<file path="src/hdl/pwrdn_pkg.sv">
// Package of constants and types for the serial port powerdown control.
// How it works
// (RULE1) Shutdown override pin low forces powerdown whatever the keep-awake pin says.
// (RULE2) Both control pins high keeps the device active; inactivity powerdown disabled.
// (RULE3) Inactivity powerdown armed only with keep-awake low and shutdown override high.
// (RULE4) Armed and no input edge for 30 seconds powers down pump and transmitters.
// (RULE5) Any transmitter or receiver input edge wakes the device from auto powerdown.
// (RULE6) After any powerdown the timer stays expired until keep-awake rises or edge.
// (RULE7) Keep-awake low: leave manual powerdown only on both pins high or edge.
// (RULE8) Falling keep-awake edge keeps the device active for a full 30 seconds.
// (RULE9) Transmit ability returns within 100 us after powerdown is released.
// (RULE10) Valid flag falls after invalid levels on all receivers exceed 30 us.
// (RULE11) Valid flag rises within 1 us after any receiver shows a valid level.
// (RULE12) Valid flag works in every mode and never changes power state by itself.
// (RULE13) Five-receiver variant disables inverting receiver outputs in manual powerdown.
// (RULE14) Ready falls on powerdown entry, rises when negative rail reaches threshold.
// (RULE15) Valid flag on both pins: down after 30 us invalid, up on valid return.
// (RULE16) Valid flag on override only, keep-awake low: stay down until valid and edge.
// (RULE17) Host may tie both pins together as one shutdown input, disabling auto powerdown.
// (RULE18) In powerdown transmitters are high impedance; receivers stay on except manual case.
// (RULE19) Synchronised edge detectors on every input restart the inactivity timer; here only data pin edges and keep-awake edges or high level restart it.

package pwrdn_pkg;

    // ****************************************************************
    // Timing
    // ****************************************************************
    localparam int unsigned CLK_HZ = 50_000_000;
    localparam longint unsigned IDLE_TIME_S = 30;
    localparam longint unsigned IDLE_CYCLES = IDLE_TIME_S * CLK_HZ;
    localparam int unsigned INVALID_TIME_US = 30;
    localparam int unsigned INVALID_CYCLES = INVALID_TIME_US * (CLK_HZ / 1_000_000) + 1;
    localparam int unsigned VALID_TIME_US = 1;
    localparam int unsigned VALID_CYCLES = VALID_TIME_US * (CLK_HZ / 1_000_000);
    localparam int unsigned WAKE_TIME_US = 100;
    localparam int unsigned WAKE_CYCLES = WAKE_TIME_US * (CLK_HZ / 1_000_000);
    localparam int unsigned SYNC_STAGES = 2;

    // ****************************************************************
    // Types
    // ****************************************************************
    typedef enum logic [1:0]
    {
        ST_ACTIVE = 2'b00,
        ST_AUTO_DOWN = 2'b01,
        ST_MANUAL_DOWN = 2'b10
    } power_state_t;

    typedef struct packed
    {
        logic tx_enable;
        logic inv_rx_enable;
        logic pump_on;
        logic ready;
    } power_out_t;

    localparam power_out_t POWER_OUT_RESET = '{default: 1'b0};

endpackage : pwrdn_pkg

</file>
<file path="src/hdl/serial_port_powerdown_control.sv">
// Power state control, idle timer and line-valid detector for a serial transceiver.
`timescale 1ns/1ps
`default_nettype none

module serial_port_powerdown_control #(
    parameter int unsigned NUM_TX = 3,
    parameter int unsigned NUM_RX = 5,
    parameter bit FIVE_RX_VARIANT = 1'b1,
    parameter longint unsigned IDLE_CYCLES = pwrdn_pkg::IDLE_CYCLES,
    parameter int unsigned WAKE_CYCLES = pwrdn_pkg::WAKE_CYCLES
) (
    // Clock and reset
    input wire logic clk_sys_i,
    input wire logic rst_i,
    // Control pins
    input wire logic shutdown_override_pin_i,
    input wire logic keep_awake_pin_i,
    // Monitored logic inputs and receiver level detectors
    input wire logic [NUM_TX-1:0] tx_data_i,
    input wire logic [NUM_RX-1:0] rx_data_i,
    input wire logic [NUM_RX-1:0] rx_level_valid_i,
    input wire logic neg_rail_ok_i,
    // Status and power outputs
    output logic line_valid_o,
    output logic ready_o,
    output logic pump_on_o,
    output logic tx_enable_o,
    output logic inv_rx_enable_o,
    output logic always_on_receiver_out_enable_o,
    output logic [1:0] power_state_o
);

    localparam int unsigned NIN = NUM_TX + NUM_RX + NUM_RX + 2;
    localparam int unsigned IW = $clog2(IDLE_CYCLES + 1);
    localparam int unsigned LW = $clog2(pwrdn_pkg::INVALID_CYCLES + 1);
    localparam int unsigned WW = $clog2(WAKE_CYCLES + 1);

    // ****************************************************************
    // Input synchronisers and edge detection
    // ****************************************************************
    logic [NIN-1:0] sync1;
    logic [NIN-1:0] sync2;
    logic [NIN-1:0] sync_prev;
    logic [NIN-1:0] next_sync1;
    logic [NIN-1:0] next_sync2;
    logic [NIN-1:0] next_sync_prev;
    logic [NIN-1:0] edges;
    logic [1:0] settle;
    logic [1:0] next_settle;
    logic warm;
    logic data_edge;
    logic off_n;
    logic awake;
    logic awake_rise;
    logic awake_fall;
    logic [NUM_RX-1:0] lvl_valid;

    always_comb
    begin
        next_sync1 = {shutdown_override_pin_i, keep_awake_pin_i, rx_level_valid_i,
                      rx_data_i, tx_data_i};
        next_sync2 = sync1;
        next_sync_prev = sync2;
        // Edges stay masked until the chain has refilled after reset, so a pin that
        // idles high is not mistaken for activity straight out of reset.
        warm = (settle > 2'(pwrdn_pkg::SYNC_STAGES));
        next_settle = warm ? settle : settle + 2'(1);
        edges = warm ? (sync2 ^ sync_prev) : '0;
        // Only data pins count as activity; pin and level detector changes are separate.
        data_edge = |edges[NUM_TX+NUM_RX-1:0]; // [RULE19]
        lvl_valid = sync2[NUM_TX+NUM_RX +: NUM_RX];
        awake = sync2[NIN-2];
        off_n = sync2[NIN-1];
        awake_rise = edges[NIN-2] & awake;
        awake_fall = edges[NIN-2] & ~awake;
    end

    always_ff @(posedge clk_sys_i)
    begin
        if (rst_i)
        begin
            sync1 <= '0;
            sync2 <= '0;
            sync_prev <= '0;
            settle <= '0;
        end
        else
        begin
            sync1 <= next_sync1;
            sync2 <= next_sync2;
            sync_prev <= next_sync_prev;
            settle <= next_settle;
        end
    end

    // ****************************************************************
    // Line-valid detector
    // ****************************************************************
    // Runs in every power state and feeds no power decision directly.
    logic [LW-1:0] inv_cnt;
    logic [LW-1:0] next_inv_cnt;
    logic [LW-1:0] val_cnt;
    logic [LW-1:0] next_val_cnt;
    logic line_valid;
    logic next_line_valid;

    always_comb
    begin
        next_inv_cnt = '0;
        next_val_cnt = '0;
        next_line_valid = line_valid; // [RULE12]
        if (|lvl_valid)
        begin
            if (!line_valid)
            begin
                next_val_cnt = val_cnt + LW'(1);
                if (val_cnt >= LW'(pwrdn_pkg::VALID_CYCLES - 1))
                begin
                    next_line_valid = 1'b1; // [RULE11]
                    next_val_cnt = '0;
                end
            end
        end
        else if (line_valid)
        begin
            next_inv_cnt = inv_cnt + LW'(1);
            if (inv_cnt >= LW'(pwrdn_pkg::INVALID_CYCLES - 1))
            begin
                next_line_valid = 1'b0; // [RULE10] [RULE15]
                next_inv_cnt = '0;
            end
        end
    end

    always_ff @(posedge clk_sys_i)
    begin
        if (rst_i)
        begin
            inv_cnt <= '0;
            val_cnt <= '0;
            line_valid <= 1'b0;
        end
        else
        begin
            inv_cnt <= next_inv_cnt;
            val_cnt <= next_val_cnt;
            line_valid <= next_line_valid;
        end
    end

    // ****************************************************************
    // Power state and inactivity timer
    // ****************************************************************
    pwrdn_pkg::power_state_t state;
    pwrdn_pkg::power_state_t next_state;
    logic [IW-1:0] idle_cnt;
    logic [IW-1:0] next_idle_cnt;
    logic expired;
    logic next_expired;
    logic [WW-1:0] wake_cnt;
    logic [WW-1:0] next_wake_cnt;
    logic ready;
    logic next_ready;
    logic armed;

    always_comb
    begin
        armed = off_n & ~awake; // [RULE3]
        next_state = state;
        next_idle_cnt = idle_cnt;
        next_expired = expired;
        next_wake_cnt = wake_cnt;
        next_ready = ready;
        // Timer restart: a data edge, a keep-awake transition or keep-awake held high clears expiry.
        if (data_edge || awake_rise || awake_fall || awake)
        begin
            next_idle_cnt = '0; // [RULE19] [RULE8]
            next_expired = 1'b0;
        end
        else if (!expired)
        begin
            if (idle_cnt >= IW'(IDLE_CYCLES - 1))
            begin
                next_expired = 1'b1;
            end
            else
            begin
                next_idle_cnt = idle_cnt + IW'(1);
            end
        end
        unique case (state)
            pwrdn_pkg::ST_ACTIVE:
            begin
                if (!off_n)
                begin
                    next_state = pwrdn_pkg::ST_MANUAL_DOWN; // [RULE1] [RULE17]
                    next_expired = 1'b1; // [RULE6]
                end
                else if (armed && expired && !data_edge)
                begin
                    next_state = pwrdn_pkg::ST_AUTO_DOWN; // [RULE4]
                end
            end
            pwrdn_pkg::ST_AUTO_DOWN:
            begin
                if (!off_n)
                begin
                    next_state = pwrdn_pkg::ST_MANUAL_DOWN; // [RULE1]
                    next_expired = 1'b1;
                end
                else if (awake || data_edge)
                begin
                    next_state = pwrdn_pkg::ST_ACTIVE; // [RULE5] [RULE2]
                end
            end
            pwrdn_pkg::ST_MANUAL_DOWN:
            begin
                if (off_n && (awake || data_edge))
                begin
                    next_state = pwrdn_pkg::ST_ACTIVE; // [RULE7] [RULE16]
                end
                else if (off_n)
                begin
                    // Override released without activity: timer stays expired.
                    next_state = pwrdn_pkg::ST_AUTO_DOWN; // [RULE6] [RULE16]
                    next_expired = 1'b1;
                end
            end
            default:
            begin
                next_state = pwrdn_pkg::ST_MANUAL_DOWN;
            end
        endcase
        // Wake timing and ready flag.
        if (next_state != pwrdn_pkg::ST_ACTIVE)
        begin
            next_ready = 1'b0; // [RULE14]
            next_wake_cnt = '0;
        end
        else if (!ready)
        begin
            // The rail threshold normally ends the wait; the count caps it as a backstop.
            if (neg_rail_ok_i || wake_cnt >= WW'(WAKE_CYCLES - 1))
            begin
                next_ready = 1'b1; // [RULE14] [RULE9]
            end
            else
            begin
                next_wake_cnt = wake_cnt + WW'(1);
            end
        end
    end

    always_ff @(posedge clk_sys_i)
    begin
        if (rst_i)
        begin
            state <= pwrdn_pkg::ST_MANUAL_DOWN;
            idle_cnt <= '0;
            expired <= 1'b1;
            wake_cnt <= '0;
            ready <= 1'b0;
        end
        else
        begin
            state <= next_state;
            idle_cnt <= next_idle_cnt;
            expired <= next_expired;
            wake_cnt <= next_wake_cnt;
            ready <= next_ready;
        end
    end

    // ****************************************************************
    // Outputs
    // ****************************************************************
    pwrdn_pkg::power_out_t pout;
    pwrdn_pkg::power_out_t next_pout;

    always_comb
    begin
        next_pout.pump_on = (next_state == pwrdn_pkg::ST_ACTIVE);
        next_pout.tx_enable = next_ready; // [RULE18] [RULE9]
        next_pout.inv_rx_enable = !(FIVE_RX_VARIANT &&
                                    next_state == pwrdn_pkg::ST_MANUAL_DOWN); // [RULE13] [RULE18]
        next_pout.ready = next_ready;
    end

    always_ff @(posedge clk_sys_i)
    begin
        if (rst_i)
        begin
            pout <= pwrdn_pkg::POWER_OUT_RESET;
        end
        else
        begin
            pout <= next_pout;
        end
    end

    assign line_valid_o = line_valid;
    assign ready_o = pout.ready;
    assign pump_on_o = pout.pump_on;
    assign tx_enable_o = pout.tx_enable;
    assign inv_rx_enable_o = pout.inv_rx_enable;
    assign always_on_receiver_out_enable_o = 1'b1;
    assign power_state_o = state;

endmodule : serial_port_powerdown_control

`default_nettype wire

</file>
<file path="config.mk">
export PLATFORM = sky130hd
export DESIGN_NAME = serial_port_powerdown_control
export DESIGN_NICKNAME = d
export VERILOG_FILES = /design/src/hdl/pwrdn_pkg.sv /design/src/hdl/serial_port_powerdown_control.sv
export SDC_FILE = /design/constraint.sdc
export NUM_CORES = 1
export LEC_CHECK = 0
export BUFFER_PORTS_ARGS = -buffer_cell sky130_fd_sc_hd__buf_2
export CORE_MARGIN = 8
export CORE_UTILIZATION = 54
export CTS_CLUSTER_SIZE = 30
export DETAILED_ROUTE_END_ITERATION = 8
export GPL_ROUTABILITY_DRIVEN = 1
export PLACE_DENSITY_LB_ADDON = 0.05
export REMOVE_ABC_BUFFERS = 1
export SYNTH_ARGS = -nofsm -noshare
export SYNTH_HDL_FRONTEND = slang
export SYNTH_SLANG_ARGS = --single-unit
export TNS_END_PERCENT = 30
</file>
<file path="constraint.sdc">
create_clock -name clk_sys_i -period 1.9 [get_ports clk_sys_i]
set_input_delay 0.38 -clock clk_sys_i [delete_from_list [all_inputs] [get_ports clk_sys_i]]
set_output_delay 0.38 -clock clk_sys_i [all_outputs]
set_load 0.02 [all_outputs]
</file>
==> results.sh <==
export IMPL_status="complete, but fails checks"
export IMPL_violations="setup timing"
export IMPL_cts_buffer_depth=2
export IMPL_timing_hold_violations_final=0
export IMPL_max_stage_delay_ns=0.54
export IMPL_synth_edf_count=0
export IMPL_core_um2=8260
export IMPL_design_area_um2=6200
export IMPL_fin_crit_sh_pct=119
export IMPL_root_buffer="clkbuf_8"
export IMPL_final_common_cell="dfxtp_1"
export IMPL_utilization_pct=75.1
export IMPL_whs_ns=0.0737
export IMPL_synthFlopType="dfxtp_1"
export IMPL_die_h_um=108
export IMPL_floorplan_initialDensity_pct=55.8
export IMPL_layout_setup_ws_ns=-0.367
export IMPL_leakagePower_nw=2.43
export IMPL_crit_slowest_cell="or4_1"
export IMPL_rows=33
export IMPL_holdPathEnd="next_sync2[4]$_SDFF_PP0_"
export IMPL_min_period_ns=2.27
export IMPL_worst_clock_skew_ns=0.0117
export IMPL_worstReg2RegStart="idle_cnt[29]$_SDFFE_PP0P_"
export IMPL_syn_area_um2=4610
export IMPL_via_per_inst=5.39
export IMPL_synth_cell_types=53
export IMPL_h_tree_depth=4
export IMPL_finalSetupTns_ns=-8.13
export IMPL_setup_violations=32
export IMPL_gp_congestion=0.860
export IMPL_synth_seq_cells=114
export IMPL_postPlaceCellArea_um2=5330
export IMPL_route_detailed_drc=0
export IMPL_final_nets=632
export IMPL_rsz0062_at_grt="true"
export IMPL_r2r_end="idle_cnt[18]$_SDFFE_PP0P_"
export IMPL_final_cells=725
export IMPL_critPathMaxFanout=5
export IMPL_hold_start="rx_data_i[1]"
export IMPL_place_ws_ns=-0.367
export IMPL_async_flop_share_pct=0
export IMPL_clkTransAtPathRegs_ns=0.06
export IMPL_drive_gt1_share_pct=27.4
export IMPL_cp_top_family="simple AND/OR/NAND/NOR gates"
export IMPL_die_w_um=108
export IMPL_yosysSeqAreaShare_pct=49.5
export IMPL_grt_pass1_wl_um=16700
export IMPL_final_cell_mix="dfxtp_1, buf_4, nor2_1"
export IMPL_holdCritPathClass="primary input to flop"
export IMPL_routed_wl_um=10400
export IMPL_grt_max_degree=30
export IMPL_slew_violations=0
export IMPL_r2r_slack_ns=-0.37
export IMPL_cts_sinks=114
export IMPL_track_usage_pct=17.7
export IMPL_irDropWorstVdd_v=0.000808
export IMPL_ios=26
export IMPL_finalPower_mw=6.07
export IMPL_syn_area_per_cell_um2=9.26
export IMPL_p_per_area_nw_per_um2=979
export IMPL_vias=3909
export IMPL_critical_path_class="flop to flop"
export IMPL_crit_path_start_kind="flop"
export IMPL_cts_made_buffers=17
export IMPL_worstHoldPathCells=2
export IMPL_final_antenna_net_count=0
export IMPL_required_ns=2.34
export IMPL_rr_worst_depth=6
export IMPL_fmax_ghz=0.441
export IMPL_cap_violations=0
export IMPL_grt_pass1_vias=3827
export IMPL_dr_pass1_iters=4
export IMPL_antenna_found_initial=0
export IMPL_dp_cells=683
export IMPL_areaGrowthSynthToFinish_pct=34.4
export IMPL_port_buffers=24
export IMPL_tritoncts="built"
export IMPL_cp_cell_sequence="a21o_1 > or3_4 > nor4_4 > o21ai_4 > or4_1 > nand2_1"
export IMPL_wire_per_inst_um=14.4
export IMPL_die_area_um2=11800
export IMPL_clk_latency_ns=0.51
export IMPL_synthCells=498
export IMPL_worstSetupEndpointType="flop"
export IMPL_yosysWarnings=0
export IMPL_place_hpwl_um=6650
export IMPL_num_antenna_cells=0
export IMPL_grt_overflow_total=0
export IMPL_drtIter0Drc=176
export IMPL_cp_buffers_inverters=0
export IMPL_critPathArrivalTime_ns=2.71
-- synth_stat cells, types with 2 or more instances --
cell / n / area share [%]
nand2b_1: 2 / 0.27
ha_1: 7 / 1.9
nand4_1: 12 / 1.6
inv_1: 11 / 0.90
mux2i_1: 3 / 0.65
a211oi_1: 2 / 0.33
nor3_1: 5 / 0.54
nand4b_1: 3 / 0.57
or2_2: 3 / 0.41
conb_1: 2 / 0.16
buf_4: 4 / 0.65
clkbuf_1: 12 / 0.98
o31ai_1: 14 / 2.3
or3_1: 9 / 1.2
or4_1: 17 / 2.8
and3_1: 10 / 1.4
o21ai_0: 7 / 0.76
xor2_1: 24 / 4.6
a21o_1: 2 / 0.33
nand2_1: 31 / 2.5
and2_1: 2 / 0.27
a21oi_1: 21 / 2.3
nand3_1: 25 / 2.7
o211ai_1: 5 / 0.81
o41ai_1: 2 / 0.38
xnor2_1: 13 / 2.5
dfxtp_1: 114 / 49
nor2b_1: 39 / 5.3
o21ai_2: 2 / 0.38
o21a_1: 3 / 0.49
nor4_1: 11 / 1.5
nor2_1: 60 / 4.9
-- state kept, by name, indices dropped and copies added, names as in the netlist --
| signal | cells |
|---|---|
| idle_cnt | 31 |
| next_sync2 | 15 |
| next_sync_prev | 15 |
| wake_cnt | 13 |
| inv_cnt | 11 |
| val_cnt | 11 |
| sync_prev | 9 |
| power_state_o | 2 |
| settle | 2 |
| expired | 1 |
| inv_rx_enable_o | 1 |
| line_valid_o | 1 |
| pump_on_o | 1 |
| ready_o | 1 |
-- power breakdown --
part	internal [mW]	switching [mW]
clock network	1.95	1.16
logic	0.227	0.238
registers	2.46	0.0314
-- metal layers --
metal / up-vias / wire, um / global-route usage, %
met5: - / 0 / 0
met4: 0 / 173 / 6.55
met3: 21 / 469 / 5.47
met2: 87 / 5200 / 29.4
met1: 1829 / 4600 / 20.9
li1: 1972 / - / -
-- layout make-up --
class                      count  area [um^2]
clock buffer                  19          442
clock inverter                13          149
fill                         619         2060
inverter                      11         41.3
multi-input combinational    360         2400
sequential                   114         2280
tap                          105          131
timing repair buffer         103          753
-- logic make-up after synthesis --
family | synth area share [%]
AOI/OAI and AO/OA | 10.0
xor gates and xnor gates | 7.03
adders and majority gates | 1.90
buffers and inverters | 2.85
DFF | 49.5
muxes | 0.651
other | 0.163
and+or+nand+nor | 27.9
-- worst reg2reg max path: cells and delay by family, from the launching register on --
| family | cells | cell delay [ns] |
|---|---|---|
| and+or+nand+nor | 4 | 1.54 |
| AOI/OAI and AO/OA | 2 | 0.34 |
| DFF | 1 | 0.31 |
-- repair_timing --
| item | in CTS | in global routing |
|---|---|---|
| hold buffers | 0 | 0 |
| setup endpoints to repair | 47 | 49 |
| gates cloned | 1 | 1 |
| gates resized for setup | 13 | 27 |
| pin swaps | 5 | 16 |
| setup buffers | 2 | 6 |
-- worst max-delay path by stage --
stage	depth (start not counted)	start	slack, ns	to
6_report	6	idle_cnt[29]$_SDFFE_PP0P_	-0.37	idle_cnt[18]$_SDFFE_PP0P_
5_1_grt	6	idle_cnt[29]$_SDFFE_PP0P_	-0.43	idle_cnt[18]$_SDFFE_PP0P_
4_1_cts	6	idle_cnt[29]$_SDFFE_PP0P_	-0.29	idle_cnt[18]$_SDFFE_PP0P_
3_5_place_dp	7	idle_cnt[15]$_SDFFE_PP0P_	-0.37	idle_cnt[13]$_SDFFE_PP0P_
3_3_place_gp	7	idle_cnt[15]$_SDFFE_PP0P_	-0.30	idle_cnt[29]$_SDFFE_PP0P_
2_1_floorplan	6	idle_cnt[4]$_SDFFE_PP0P_	-0.34	idle_cnt[11]$_SDFFE_PP0P_
Note: power is estimated with default switching activity, not from simulation.
